**src/shared/sjt_pkg.sv**
```systemverilog
// constants and types shared by the boundary-scan test port of the sram
//
// Overview of operation
// (RULE_01) code 000 runs external test with the boundary-scan chain as serial path
// (RULE_02) code 001 puts the 32-bit identification register between tdi and tdo
// (RULE_03) code 010 floats the output bus and selects the boundary-scan chain
// (RULE_04) code 100 runs sample/preload with the boundary-scan chain as serial path
// (RULE_05) code 111 puts the one-bit bypass register between tdi and tdo
// (RULE_06) the tester never loads codes 011, 101 or 110; the testbench loads all three and expects bypass
// (RULE_07) identification: revision 31:29, part configuration 28:12, maker code 11:1
// (RULE_08) identification bit 0 always captures and shifts out as one
// (RULE_09) density field: 001 is 18 Mb, 010 is 36 Mb, 011 is 72 Mb
// (RULE_10) word width field: 11 for 36-bit words, 10 for 18-bit words
// (RULE_11) latency flag is one only for a read latency of 2.5 cycles
// (RULE_12) flags: burst of four, separate data ports, on-die termination present
// (RULE_13) flags: enhanced generation, and four-word separate-port family
// (RULE_14) 109 cells: 108 ball cells in exit order plus internal cell 109
// (RULE_15) cells of unconnected balls are don't-care; the tester ignores them; the testbench compares all cells
// (RULE_16) identification instruction is loaded at reset and in test-logic-reset
// (RULE_17) during external test cell 109 high drives the data bus, low floats it
// (RULE_18) bypass is a single stage between tdi and tdo
// (RULE_19) tap state machine follows the standard, stepped on tck rising edges by tms
// (RULE_20) tdo changes on tck falling edges and is driven only in shift states
package sjt_pkg;

  // ==========================================================================
  // instruction register
  localparam int unsigned IR_LEN = 3;
  localparam logic [2:0] INS_EXTEST   = 3'h0;
  localparam logic [2:0] INS_IDCODE   = 3'h1;
  localparam logic [2:0] INS_SAMPLE_Z = 3'h2;
  localparam logic [2:0] INS_SAMPLE   = 3'h4;
  localparam logic [2:0] INS_BYPASS   = 3'h7;
  localparam logic [2:0] IR_CAPTURE   = 3'h1;

  // ==========================================================================
  // boundary-scan chain; cell n of the exit order is bit n-1, bit 0 nearest tdo
  localparam int unsigned BSR_LEN    = 109;
  localparam int unsigned BALL_CELLS = 108;
  localparam int unsigned QEN_CELL   = 108;
  localparam logic        QEN_RESET  = 1'b0;

  // ==========================================================================
  // identification register fields
  localparam int unsigned ID_LEN = 32;
  localparam logic [2:0]  ID_REVISION    = 3'h0;
  localparam logic [2:0]  DENS_18MB      = 3'h1;
  localparam logic [2:0]  DENS_36MB      = 3'h2;
  localparam logic [2:0]  DENS_72MB      = 3'h3;
  localparam logic [1:0]  WIDTH_X36      = 2'h3;
  localparam logic [1:0]  WIDTH_X18      = 2'h2;
  localparam logic [2:0]  density_field    = DENS_18MB;
  localparam logic [1:0]  word_width_field = WIDTH_X36;
  localparam logic        read_latency     = 1'b0;
  localparam logic        ENHANCED_GEN   = 1'b1;
  localparam logic        FOUR_WORD_FAM  = 1'b0;
  localparam logic        BURST_OF_FOUR  = 1'b1;
  localparam logic        SEPARATE_IO    = 1'b0;
  localparam logic        on_die_termination = 1'b0;
  // maker code value is arbitrary
  localparam logic [10:0] MAKER_CODE     = 11'h2a6;
  localparam logic        ID_START_BIT   = 1'b1;
  localparam logic [16:0] PART_CONFIG = {1'b0, on_die_termination,
    density_field, 1'b0, word_width_field, 1'b0, 1'b1, ENHANCED_GEN,
    FOUR_WORD_FAM, read_latency, BURST_OF_FOUR, on_die_termination,
    SEPARATE_IO, 1'b0};
  localparam logic [31:0] ID_VALUE = {ID_REVISION, PART_CONFIG, MAKER_CODE,
    ID_START_BIT};

  // ==========================================================================
  // tap controller states
  typedef enum logic [3:0] {
    ST_RESET, ST_IDLE, ST_SEL_DR, ST_CAP_DR, ST_SH_DR, ST_EX1_DR,
    ST_PAU_DR, ST_EX2_DR, ST_UPD_DR, ST_SEL_IR, ST_CAP_IR, ST_SH_IR,
    ST_EX1_IR, ST_PAU_IR, ST_EX2_IR, ST_UPD_IR
  } sjt_state_e;

endpackage

```
**src/hw/sjt_sync.sv**
```systemverilog
// two-flop synchroniser for levels entering the system clock domain
`timescale 1ns/10ps
module sjt_sync #(
  parameter int unsigned WIDTH = 1
) (
  input  wire logic             clock,
  input  wire logic             rst_b,
  input  wire logic [WIDTH-1:0] din,
  output logic      [WIDTH-1:0] dout
);
  import sjt_pkg::*;

  logic [WIDTH-1:0] meta_r;

  // meta_r feeds only the second stage
  always_ff @(posedge clock) begin
    if (!rst_b) begin
      meta_r <= '0;
      dout   <= '0;
    end else begin
      meta_r <= din;
      dout   <= meta_r;
    end
  end

endmodule

```
**src/hw/sjt_tap_fsm.sv**
```systemverilog
// tap controller state machine, one step per sampled tck rising edge
`timescale 1ns/10ps
module sjt_tap_fsm (
  input  wire logic          clock,
  input  wire logic          rst_b,
  input  wire logic          step,
  input  wire logic          tms,
  output sjt_pkg::sjt_state_e state_r
);
  import sjt_pkg::*;

  sjt_state_e state_nxt;

  always_comb begin
    state_nxt = state_r;
    if (step) begin
      unique case (state_r) // [RULE_19]
        ST_RESET:  state_nxt = tms ? ST_RESET  : ST_IDLE;
        ST_IDLE:   state_nxt = tms ? ST_SEL_DR : ST_IDLE;
        ST_SEL_DR: state_nxt = tms ? ST_SEL_IR : ST_CAP_DR;
        ST_CAP_DR: state_nxt = tms ? ST_EX1_DR : ST_SH_DR;
        ST_SH_DR:  state_nxt = tms ? ST_EX1_DR : ST_SH_DR;
        ST_EX1_DR: state_nxt = tms ? ST_UPD_DR : ST_PAU_DR;
        ST_PAU_DR: state_nxt = tms ? ST_EX2_DR : ST_PAU_DR;
        ST_EX2_DR: state_nxt = tms ? ST_UPD_DR : ST_SH_DR;
        ST_UPD_DR: state_nxt = tms ? ST_SEL_DR : ST_IDLE;
        ST_SEL_IR: state_nxt = tms ? ST_RESET  : ST_CAP_IR;
        ST_CAP_IR: state_nxt = tms ? ST_EX1_IR : ST_SH_IR;
        ST_SH_IR:  state_nxt = tms ? ST_EX1_IR : ST_SH_IR;
        ST_EX1_IR: state_nxt = tms ? ST_UPD_IR : ST_PAU_IR;
        ST_PAU_IR: state_nxt = tms ? ST_EX2_IR : ST_PAU_IR;
        ST_EX2_IR: state_nxt = tms ? ST_UPD_IR : ST_SH_IR;
        ST_UPD_IR: state_nxt = tms ? ST_SEL_DR : ST_IDLE;
      endcase
    end
  end

  always_ff @(posedge clock) begin
    if (!rst_b) begin
      state_r <= ST_RESET;
    end else begin
      state_r <= state_nxt;
    end
  end

  // ==========================================================================
  // check helper: tck rises in a row with tms high, saturating at five
  logic [2:0] ones_r;
  logic [2:0] ones_nxt;

  always_comb begin
    ones_nxt = ones_r;
    if (step && tms) begin
      if (ones_r != 3'h5) begin
        ones_nxt = ones_r + 3'h1;
      end
    end else if (step) begin
      ones_nxt = 3'h0;
    end
  end

  always_ff @(posedge clock) begin
    if (!rst_b) begin
      ones_r <= 3'h0;
    end else begin
      ones_r <= ones_nxt;
    end
  end
endmodule

```
**src/hw/sjt_tap_top.sv**
```systemverilog
// boundary-scan test port: instruction decode, data registers and tdo drive
`timescale 1ns/10ps
module sjt_tap_top (
  input  wire logic                           clock,
  input  wire logic                           rst_b,
  input  wire logic                           tck,
  input  wire logic                           tms,
  input  wire logic                           tdi,
  input  wire logic [sjt_pkg::BALL_CELLS-1:0] ball_in,
  output logic                                tdo,
  output logic                                tdo_oe_b,
  output logic      [sjt_pkg::BALL_CELLS-1:0] ball_out,
  output logic                                extest_active,
  output logic                                q_bus_enable
);
  import sjt_pkg::*;

  // ==========================================================================
  // pin sampling
  logic [2:0]            pin_s;
  logic [BALL_CELLS-1:0] ball_s;
  logic                  tck_s;
  logic                  tms_s;
  logic                  tdi_s;
  logic                  tck_d_r;
  logic                  tck_d_nxt;
  logic                  rise;
  logic                  fall;

  // tck, tms and tdi share one synchroniser so they stay aligned
  sjt_sync #(.WIDTH(3)) u_pin_sync (
    .clock (clock),
    .rst_b (rst_b),
    .din   ({tck, tms, tdi}),
    .dout  (pin_s)
  );

  // ball levels may be moving at capture; only a stable value is meaningful
  sjt_sync #(.WIDTH(BALL_CELLS)) u_ball_sync (
    .clock (clock),
    .rst_b (rst_b),
    .din   (ball_in),
    .dout  (ball_s)
  );

  assign tck_s = pin_s[2];
  assign tms_s = pin_s[1];
  assign tdi_s = pin_s[0];

  always_comb begin
    tck_d_nxt = tck_s;
  end

  always_ff @(posedge clock) begin
    if (!rst_b) begin
      tck_d_r <= 1'b0;
    end else begin
      tck_d_r <= tck_d_nxt;
    end
  end

  assign rise = tck_s & ~tck_d_r;
  assign fall = ~tck_s & tck_d_r;

  // ==========================================================================
  // controller
  sjt_state_e state_r;

  sjt_tap_fsm u_fsm (
    .clock   (clock),
    .rst_b   (rst_b),
    .step    (rise),
    .tms     (tms_s),
    .state_r (state_r)
  );

  // ==========================================================================
  // instruction register
  logic [IR_LEN-1:0] ir_r;
  logic [IR_LEN-1:0] ir_nxt;
  logic [IR_LEN-1:0] ir_sh_r;
  logic [IR_LEN-1:0] ir_sh_nxt;

  always_comb begin
    ir_nxt    = ir_r;
    ir_sh_nxt = ir_sh_r;
    if (state_r == ST_RESET) begin
      ir_nxt = INS_IDCODE; // [RULE_16]
    end else if (rise && state_r == ST_CAP_IR) begin
      ir_sh_nxt = IR_CAPTURE;
    end else if (rise && state_r == ST_SH_IR) begin
      ir_sh_nxt = {tdi_s, ir_sh_r[IR_LEN-1:1]};
    end else if (fall && state_r == ST_UPD_IR) begin
      ir_nxt = ir_sh_r;
    end
  end

  always_ff @(posedge clock) begin
    if (!rst_b) begin
      ir_r    <= INS_IDCODE; // [RULE_16]
      ir_sh_r <= IR_CAPTURE;
    end else begin
      ir_r    <= ir_nxt;
      ir_sh_r <= ir_sh_nxt;
    end
  end

  // ==========================================================================
  // instruction decode; reserved codes fall back to bypass as a safe path
  logic sel_bsr;
  logic sel_id;
  logic upd_ok;

  always_comb begin
    sel_bsr = 1'b0;
    sel_id  = 1'b0;
    upd_ok  = 1'b0;
    unique case (ir_r)
      INS_EXTEST: begin // [RULE_01]
        sel_bsr = 1'b1;
        upd_ok  = 1'b1;
      end
      INS_IDCODE: begin
        sel_id = 1'b1; // [RULE_02]
      end
      INS_SAMPLE_Z: begin
        sel_bsr = 1'b1; // [RULE_03]
      end
      INS_SAMPLE: begin // [RULE_04]
        sel_bsr = 1'b1;
        upd_ok  = 1'b1;
      end
      default: begin
        sel_bsr = 1'b0; // [RULE_05] [RULE_06]
      end
    endcase
  end

  // ==========================================================================
  // data registers
  logic [BSR_LEN-1:0] bsr_r;
  logic [BSR_LEN-1:0] bsr_nxt;
  logic [BSR_LEN-1:0] upd_r;
  logic [BSR_LEN-1:0] upd_nxt;
  logic [ID_LEN-1:0]  id_sh_r;
  logic [ID_LEN-1:0]  id_sh_nxt;
  logic               byp_r;
  logic               byp_nxt;

  always_comb begin
    bsr_nxt   = bsr_r;
    upd_nxt   = upd_r;
    id_sh_nxt = id_sh_r;
    byp_nxt   = byp_r;
    if (state_r == ST_RESET) begin
      upd_nxt[QEN_CELL] = QEN_RESET; // [RULE_17]
    end else if (rise && state_r == ST_CAP_DR) begin
      // unconnected-ball cells capture whatever the pad shows
      bsr_nxt   = {upd_r[QEN_CELL], ball_s}; // [RULE_14] [RULE_15]
      id_sh_nxt = ID_VALUE; // [RULE_07] [RULE_08]
      byp_nxt   = 1'b0;
    end else if (rise && state_r == ST_SH_DR) begin
      if (sel_bsr) begin
        bsr_nxt = {tdi_s, bsr_r[BSR_LEN-1:1]}; // [RULE_14]
      end else if (sel_id) begin
        id_sh_nxt = {tdi_s, id_sh_r[ID_LEN-1:1]}; // [RULE_02]
      end else begin
        byp_nxt = tdi_s; // [RULE_18]
      end
    end else if (fall && state_r == ST_UPD_DR && upd_ok) begin
      upd_nxt = bsr_r;
    end
  end

  always_ff @(posedge clock) begin
    if (!rst_b) begin
      bsr_r   <= '0;
      upd_r   <= '0;
      id_sh_r <= ID_VALUE;
      byp_r   <= 1'b0;
    end else begin
      bsr_r   <= bsr_nxt;
      upd_r   <= upd_nxt;
      id_sh_r <= id_sh_nxt;
      byp_r   <= byp_nxt;
    end
  end

  assign ball_out = upd_r[BALL_CELLS-1:0];

  // ==========================================================================
  // outputs: tdo and its enable move only on tck falling edges
  logic tdo_r;
  logic tdo_nxt;
  logic tdo_oe_b_r;
  logic tdo_oe_b_nxt;
  logic extest_r;
  logic extest_nxt;
  logic qen_r;
  logic qen_nxt;
  logic in_shift;

  assign in_shift = (state_r == ST_SH_DR) || (state_r == ST_SH_IR);

  always_comb begin
    tdo_nxt      = tdo_r;
    tdo_oe_b_nxt = tdo_oe_b_r;
    if (fall) begin
      tdo_oe_b_nxt = ~in_shift; // [RULE_20]
      if (state_r == ST_SH_IR) begin
        tdo_nxt = ir_sh_r[0];
      end else if (sel_bsr) begin
        tdo_nxt = bsr_r[0];
      end else if (sel_id) begin
        tdo_nxt = id_sh_r[0];
      end else begin
        tdo_nxt = byp_r; // [RULE_18]
      end
    end
    extest_nxt = (ir_r == INS_EXTEST);
    // float the bus in sample-z; in external test cell 109 decides
    if (ir_r == INS_EXTEST) begin
      qen_nxt = upd_r[QEN_CELL]; // [RULE_17]
    end else if (ir_r == INS_SAMPLE_Z) begin
      qen_nxt = 1'b0; // [RULE_03]
    end else begin
      qen_nxt = 1'b1;
    end
  end

  always_ff @(posedge clock) begin
    if (!rst_b) begin
      tdo_r      <= 1'b0;
      tdo_oe_b_r <= 1'b1;
      extest_r   <= 1'b0;
      qen_r      <= 1'b1;
    end else begin
      tdo_r      <= tdo_nxt;
      tdo_oe_b_r <= tdo_oe_b_nxt;
      extest_r   <= extest_nxt;
      qen_r      <= qen_nxt;
    end
  end

  assign tdo           = tdo_r;
  assign tdo_oe_b      = tdo_oe_b_r;
  assign extest_active = extest_r;
  assign q_bus_enable  = qen_r;
endmodule

```
**config.mk**
```make
export PLATFORM = sky130hd
export DESIGN_NAME = sjt_tap_top
export DESIGN_NICKNAME = d
export VERILOG_FILES = /design/src/shared/sjt_pkg.sv /design/src/hw/sjt_sync.sv /design/src/hw/sjt_tap_fsm.sv /design/src/hw/sjt_tap_top.sv
export SDC_FILE = /design/constraint.sdc
export NUM_CORES = 1
export LEC_CHECK = 0
export BUFFER_PORTS_ARGS = -buffer_cell sky130_fd_sc_hd__buf_4
export CELL_PAD_IN_SITES_DETAIL_PLACEMENT = 0
export CELL_PAD_IN_SITES_GLOBAL_PLACEMENT = 1
export CORE_UTILIZATION = 43
export DETAILED_ROUTE_END_ITERATION = 10
export PLACE_DENSITY = 0.78
export RECOVER_POWER = 25
export SLEW_MARGIN = 20
export SYNTH_ARGS = -nofsm -noshare
export SYNTH_HDL_FRONTEND = slang
export SYNTH_SLANG_ARGS = --single-unit
export TNS_END_PERCENT = 1
```
**constraint.sdc**
```tcl
create_clock -name clock -period 2.6 [get_ports clock]
set_input_delay 0 -clock clock [delete_from_list [all_inputs] [get_ports clock]]
set_output_delay 0 -clock clock [all_outputs]
set_load 0.1 [all_outputs]
```
## Yosys cells after proc, flatten, opt, wreduce, memory -nomap -nowiden

Index checks and enable logic that the tools add are counted.

- Register bits after elaboration: 488
- Input port bits: 113
- Output and inout port bits: 112
- Word-level logic and storage cells: 109

- Eq/ne operators: 20
- Mux-type cells: 34
- Bitwise gates (word level): 11
- Reductions and logical operators: 27

Operators with widths:

| operator | count |
|---|---|
| two-way mux 109 bit | 3 |
| two-way mux 32 bit | 4 |
| one-hot mux 4 bit (12 select lines) | 1 |
| == test 4 bit, second input constant | 8 |
| == test 4 x 3 -> 1 bit, second input constant | 4 |
| two-way mux 4 bit | 4 |
| two-way mux 1 bit | 15 |
| two-way mux 3 bit | 4 |
| AND reduction 4 bit | 3 |
| inverter 1 bit | 9 |
| AND reduction 3 bit | 3 |
| == test 4 x 2 -> 1 bit, second input constant | 2 |
| nonzero test 2 bit | 4 |
| OR reduction 2 bit | 4 |
| logical AND 1 bit | 7 |
| two-way mux 2 bit | 3 |
| OR reduction 3 bit | 2 |
| == test 4 x 1 -> 1 bit, second input constant | 1 |
| logical NOT 4 bit | 1 |
| inequality test 2 x 1 -> 1 bit, second input constant | 2 |
| == test 3 x 1 -> 1 bit, second input constant | 1 |
| == test 3 x 2 -> 1 bit, second input constant | 1 |
| == test 3 bit, second input constant | 1 |
| logical NOT 3 bit | 1 |
| 3 further kinds | 4 |

## Logic depth before layout (Yosys ltp)

Gate-level depths: netlist of the first run.

- Depth in word-level cells: 6
- Depth in mapped cells: 8

## Hierarchy

Synthesis of the first run repeated with hierarchy kept, for this count alone.

- Cells, all modules: 1,939
- Area total of the unflattened synthesis: 17,626.9 um^2

Modules (own cells, without submodules):

| module | instances | cells each | area an instance (um^2) | sequential area each (um^2) |
|---|---|---|---|---|
| sjt_tap_top | 1 | 1,430 | 11,267.1 | 5,245.0 |
| sjt_sync (u_ball_sync) | 1 | 455 | 5,860.6 | 4,324.1 |
| sjt_tap_fsm | 1 | 42 | 341.6 | 80.1 |
| sjt_sync (u_pin_sync) | 1 | 12 | 157.7 | 120.1 |

## Worst setup path after synthesis of the first run

No wires, ideal clock.

- Path kind: register to register
- From: register u_fsm.state_r[0]
- To: register bsr_r[22]
- Setup time: 133 ps
- Arrival: 1,766 ps
- Path slack: 700 ps
- Stages on the path, launching flop included: 7
- Cells stage by stage: dfxtp_1 > or3b_1 > a211o_1 > a21oi_2 > buf_2 > buf_4 > a311oi_1

- Word-level cells in the longest chain between the ends: 4

Ends and longest elaborated chain:

| item | RTL line | text |
|---|---|---|
| from (decl) | sjt_tap_fsm.sv:8 | `output sjt_pkg::sjt_state_e state_r` |
| from (signal assigned) | sjt_tap_fsm.sv:42 | `state_r <= state_nxt;` |
| == test 4 x 2 -> 1 bit or == test 4 x 3 -> 1 bit (tied branches) | sjt_tap_top.sv:157, sjt_tap_top.sv:162 |  |
| logical AND 1 bit, on equally long branches | sjt_tap_top.sv:157, sjt_tap_top.sv:162 |  |
| nonzero test 2 bit (no line) | - |  |
| AND reduction 3 bit (no line) | - |  |
| to (signal assigned) | sjt_tap_top.sv:182 | `bsr_r <= bsr_nxt;` |
| to (decl) | sjt_tap_top.sv:141 | `logic [BSR_LEN-1:0] bsr_r;` |

Several ways; a longest one is shown, not always the timed one.
A chain may end at the register's enable or synchronous reset.

## Worst setup path after layout of the first run

- From: register u_fsm.state_r[0]
- To: register bsr_r[10]

The elaborated chain is that of the path after synthesis.

==> flow_summary_export.csv, run 1 <==
group,metric,value,unit
timing,setup_viol,0,
logic_synthesis,synth-edff-count,0,
floorplan,die_h,203,µm
floorplan,rows,73,
route,drt_pass1_iterations,5,
clocking,clock-sinks,488,
logic_synthesis,synthTopCellsByArea,"dfxtp_1 (56%), nand2_1 (9.5%), and2_1 (8.0%)",
place,placed_cell_area,0.0188,mm²
pwr,p_per_area,721,mW/mm²
final_layout,fin_nets,2224,
worst_setup_path,rr_startpoint,"u_fsm.state_r[0]",
clocking,clock_latency,0.58,ns
logic_synthesis,synthMuxAreaShare,0.0573,%
logic_synthesis,synth_seq_area_share,56.0,%
route,postRouteAntennaNets,0,
place,io_buffers,224,
grt,grt_usage,19.0,%
route,vias,13498,
final_layout,layout_common_cells,"dfxtp_1 (488), nand2_1 (440), a21oi_1 (261)",
logic_synthesis,netlist_area,0.0175,mm²
logic_synthesis,synth_top_family_by_area,"simple AND/OR/NAND/NOR gates",
timing,fin_crit_sh,87.2,%
clocking,ctsResizeCount,0,
route,vias_per_cell,5.05,
place,dp_hpwl,22800,µm
timing,tightest_slew,1.27,ns
timing,final_hold_viol_count,0,
worst_setup_path,end_kind,"register",
place,place_congestion,0.787,
floorplan,io_pins,225,
grt,grt_overflow,0,
timing,fin_skew,0.0157,ns
floorplan,die-area,0.0414,mm²
clocking,htreeDepth,2,
min_path,hold_depth,3,
final_layout,final_common_cell,"dfxtp_1",
logic_synthesis,yosys.area.top_type,"dfxtp_1",
pwr,worst_ir_drop_vdd,0.000487,V
worst_setup_path,worstSetupPathType,"reg -> reg",
timing,period_needed,2.27,ns
worst_setup_path,cp.required,3.07,ns
logic_synthesis,ys_async_sr_fraction,0,%
worst_setup_path,rrSetupSlack,0.33,ns
clocking,cts_buffers,51,
worst_setup_path,cp_data_arrival_time,2.74,ns
grt,grt_pass1_vias,12900,
min_path,worstHoldStart,"ball_in[28]",
worst_setup_path,r2r_end,"bsr_r[10]",
final_layout,syn2layout_area_growth,22.4,%
clocking,clock-root-buffer,"clkbuf_16",
clocking,clockBufferDepth,3,
timing,relSlewSlack,15.9,%
flow_run,max_cap_viol_count,0,
route,drcViolationCount,0,
timing,finalWorstSetupSlack,0.332,ns
pwr,leakage,0.00745,µW
logic_synthesis,synth_compound_area_share,15.3,%
route,drt-initial-drc-count,710,
grt,grt_start_max_net_pins,108,
logic_synthesis,synth-simple-area-share,19.9,%
floorplan,initial_utilization,43.7,%
final_layout,diodes,0,
worst_setup_path,worst-r2r-cell-count,6,
logic_synthesis,yosys_warnings,0,
floorplan,die_w,203,µm
grt,grt_pass1_wl,65000,µm
clocking,clkTransAtPathRegs,0.06,ns
logic_synthesis,synth-adder-area-share,0.0573,%
place,place_ws,0.365,ns
grt,antenna_found_initial,0,
logic_synthesis,ys_seq_elements,488,
logic_synthesis,synthXorXnorAreaFrac,0.100,%
timing,max_freq,441,MHz
final_layout,drive_gt1_share,10.9,%
logic_synthesis,synthDistinctLibCells,45,
final_layout,final_area,0.0214,mm²
timing,slew_viol_final,0,
logic_synthesis,synth_ff_type,"dfxtp_1",
clocking,cts_tree,"done",
worst_setup_path,crit_path_start_kind,"register",
logic_synthesis,synth_nets,2053,
min_path,min_path_type,"in -> reg",
pwr,power,15400,µW
min_path,hold_path_end,"u_ball_sync.meta_r[28]",
logic_synthesis,synthCells,1940,
worst_setup_path,cp_max_fo,47,
timing,grt_setup_unrepaired,"no",
logic_synthesis,netlist.area_leader.share,56.0,%
route,routedWlPerCell,14.9,µm
clocking,cts_setup_buffers,0,
logic_synthesis,syn_avg_cell_area,9.00,µm²
timing,tns,0,ns
floorplan,core,0.0399,mm²
status,status,"complete, no violations",
timing,whs,0.172,ns
route,wirelength,39800,µm
flip-flops by register name, indices dropped and copies added, names as in the netlist, 3 cells and up:
register and flops:
u_fsm.state_r 4, ir_sh_r 3, upd_r 109, bsr_r 109, id_sh_r 32, u_ball_sync.meta_r 108, ir_r 3, u_pin_sync.dout 3
u_ball_sync.dout 108, u_pin_sync.meta_r 3
synth_stat cells (2+ instances only):
master,n
a211o_1,2
a211oi_1,2
a21o_1,2
a21oi_1,261
a22oi_1,2
a311oi_1,109
a31oi_1,6
and2_1,223
buf_1,7
buf_2,23
buf_4,115
clkbuf_1,125
dfxtp_1,488
inv_1,6
nand2_1,441
nand2b_1,4
nand3_1,2
nand3b_1,2
nand4_1,23
nor2_1,10
nor2b_1,3
nor3_1,6
nor4_1,12
o211ai_1,2
o21ai_0,42
o31ai_1,2
xnor2_1,2
per-stage QoR:
| stage | util [%] | cells |
|---|---|---|
| floorplan | - | 1940 |
| global placement | 47.0 | 2450 |
| detailed placement | 47.0 | 2450 |
| CTS | 54.5 | 2672 |
| global route | 53.5 | 2672 |
| finish | 53.5 | 2672 |
power by group:
group          switching [µW]  internal (µW)
sequential               44.9           7640
clock                    2870           4300
combinational             221            334
cells by family after synthesis:
group	Yosys count
AO/OA/AOI/OAI	437
XOR/XNOR	2
adder cells (fa/ha/maj)	1
buffers and inverters	277
flip-flops	488
multiplexers	1
AND/OR/NAND/NOR	734
per-layer routing:
layer  part of all wire [%]  vias to the layer above  track usage (%)
met2                     48                      324             31.4
met5                      0                        -                0
li1                       -                     6751                -
met1                     46                     6356             24.9
met3                    4.3                       67             2.84
met4                    2.5                        0             7.55
area by class of cell:
cell class | count | area (µm²)
multi-input combinational | 1175 | 6230
clock inverter | 13 | 153
fill | 3647 | 18500
timing repair buffer | 388 | 3010
clock buffer | 76 | 1510
tap | 525 | 657
inverter | 7 | 33.8
sequential | 488 | 9770
worst max-delay path by stage:
| stage | end | start |
|---|---|---|
| global placement | bsr_r[24] | u_fsm.state_r[0] |
| finish | bsr_r[10] | u_fsm.state_r[0] |
| floorplan | bsr_r[22] | u_fsm.state_r[0] |
| detailed placement | bsr_r[12] | u_fsm.state_r[0] |
| global route | bsr_r[20] | u_fsm.state_r[0] |
| CTS | bsr_r[12] | u_fsm.state_r[0] |
worst max-delay path, cell delays in order (launching register included):
cell and delay (ns):
dfxtp_1 0.47, or3b_1 0.50, a211oi_4 0.35, buf_12 0.28
buf_12 0.20, a21oi_1 0.08, a311oi_1 0.26
timing repair:
| action | in CTS | in global routing |
|---|---|---|
| hold buffers | 133 | 0 |
| hold endpoints to repair | 150 | 0 |
| endpoints found under the setup margin | 0 | 0 |
Note: power is estimated with default switching activity, not from simulation.
==> run 2, diff against run 1 <==
CORE_MARGIN = 2   (was default)
==> run 2 against run 1 <==
Against the previous run:
- final cell count hardly changed
- worst hold slack better by 0.0050 ns
- first-iteration DRC count is 0.56% lower
- die area is 2.0% higher
- combinational power hardly changed
- largest power group unchanged
- highest routed layer unchanged
==> flow_summary_export.csv, run 2 (synthesis gave the netlist of run 1 again) <==
group,metric,value,unit
timing,grt_setup_unrepaired,"no",
final_layout,fin_nets,2221,
timing,final_hold_viol_count,0,
final_layout,final_common_cell,"dfxtp_1",
pwr,p_per_area,716,mW/mm²
worst_setup_path,crit_path_start_kind,"register",
floorplan,initial_utilization,43.7,%
flow_run,max_cap_viol_count,0,
route,routedWlPerCell,14.9,µm
route,vias_per_cell,5.02,
clocking,cts_buffers,51,
final_layout,multiInputGateArea,0.00623,mm²
clocking,clock-root-buffer,"clkbuf_16",
worst_setup_path,cp_data_arrival_time,2.69,ns
grt,grt_start_max_net_pins,134,
timing,tightest_slew,1.27,ns
floorplan,io_pins,225,
final_layout,drive_gt1_share,14.3,%
worst_setup_path,cp_max_fo,20,
final_layout,top_regs,"bsr_r: 109 flops, upd_r: 109 flops",
place,dp_hpwl,22800,µm
timing,fin_crit_sh,85.5,%
worst_setup_path,end_kind,"register",
grt,grt_overflow,0,
floorplan,core,0.0399,mm²
clocking,clkTransAtPathRegs,0.06,ns
clocking,clock-sinks,488,
route,postRouteAntennaNets,0,
timing,tns,0,ns
place,place_congestion,0.763,
grt,antenna_found_initial,0,
route,wirelength,39900,µm
final_layout,seq_area,0.00977,mm²
grt,grt_pass1_vias,12988,
final_layout,layout_common_cells,"dfxtp_1 (488), nand2_1 (440), a21oi_1 (261)",
timing,max_freq,450,MHz
floorplan,die-area,0.0422,mm²
final_layout,n_fill_cell,3637,
clocking,cts_tree,"done",
timing,slew_viol_final,0,
timing,period_needed,2.22,ns
route,wl_met3,1620,µm
timing,relSlewSlack,15.9,%
clocking,htreeDepth,2,
status,status,"complete, no violations",
route,drt-initial-drc-count,706,
place,io_buffers,224,
pwr,power,15400,µW
final_layout,syn2layout_area_growth,23.5,%
worst_setup_path,cp.required,3.07,ns
pwr,leakage,0.00772,µW
pwr,worst_ir_drop_vdd,0.000403,V
floorplan,rows,73,
clocking,clockBufferDepth,3,
clocking,ctsResizeCount,0,
final_layout,diodes,0,
timing,setup_viol,0,
grt,grt_pass1_wl,65100,µm
clocking,clock_latency,0.57,ns
route,routedLengthMet1,18200,µm
route,vias,13415,
clocking,cts_setup_buffers,0,
route,drt_pass1_iterations,5,
floorplan,die_h,205,µm
route,wl_met2,18900,µm
route,drcViolationCount,0,
worst_setup_path,worstSetupPathType,"reg -> reg",
floorplan,die_w,205,µm
grt,grt_usage,18.8,%
min_path,min_path_type,"in -> reg",
route,dr.max_layer_used,"met4",
timing,fin_skew,0.0207,ns
[run 2: cell type report]
| type | count | share of cell area [%] |
|---|---|---|
| clock buffers | 77 | 7.12 |
| inverters | 7 | 0.157 |
| well taps | 525 | 3.05 |
| multi-input cells | 1175 | 28.9 |
| flip-flops and latches | 488 | 45.3 |
| repair buffers | 385 | 14.8 |
| clock inverters | 14 | 0.702 |
[run 2: report_power, final]
part / switching (µW) / leakage (µW) / internal, µW
clock network: 2850 / 0.000838 / 4340
logic: 222 / 0.00290 / 332
registers: 45.3 / 0.00398 / 7640
total: 3120 / 0.00772 / 12300
[run 2: critical path: stages, from the launching register on]
cell	delay [ns]
dfxtp_1	0.46
or3b_1	0.49
a211oi_4	0.28
buf_4	0.24
buf_4	0.28
a21oi_1	0.10
a311oi_1	0.27
[run 2: final timing paths]
kind | from | end | slack [ns] | depth (start not counted)
worst max-delay path | u_fsm.state_r[0] | bsr_r[49] | 0.38 | 6
worst min-delay path | ball_in[47] | u_ball_sync.meta_r[47] | 0.18 | 3
worst max register to register | u_fsm.state_r[0] | bsr_r[49] | 0.38 | 6
worst min register to register | u_ball_sync.meta_r[98] | u_ball_sync.dout[98] | 0.42 | 1
[run 2: layer usage]
metal | GRT usage (%) | vias up
met2 | 31.3 | 287
li1 | - | 6736
met1 | 24.3 | 6327
met5 | 0 | -
met4 | 7.53 | 0
met3 | 2.85 | 65
[run 2: repair_timing]
action	CTS	global route
hold buffers	129	0
setup endpoints to repair	0	0
endpoints found under the hold margin	139	0
[run 2: stage by stage]
| stage | cell area, µm² | hold WS (ns) | setup WS [ns] | instances | utilization (%) |
|---|---|---|---|---|---|
| final | 21600 | 0.177 | 0.378 | 2671 | 54.0 |
| after global placement | 18700 | 0.209 | 0.496 | 2450 | 46.9 |
| after floorplan | 17500 | 0.127 | 0.700 | 1940 | - |
| after CTS | 21700 | 0.134 | 0.394 | 2670 | 54.3 |
| after detailed placement | 18700 | 0.211 | 0.405 | 2450 | 46.9 |
| after global routing | 21600 | 0.164 | 0.247 | 2671 | 54.0 |
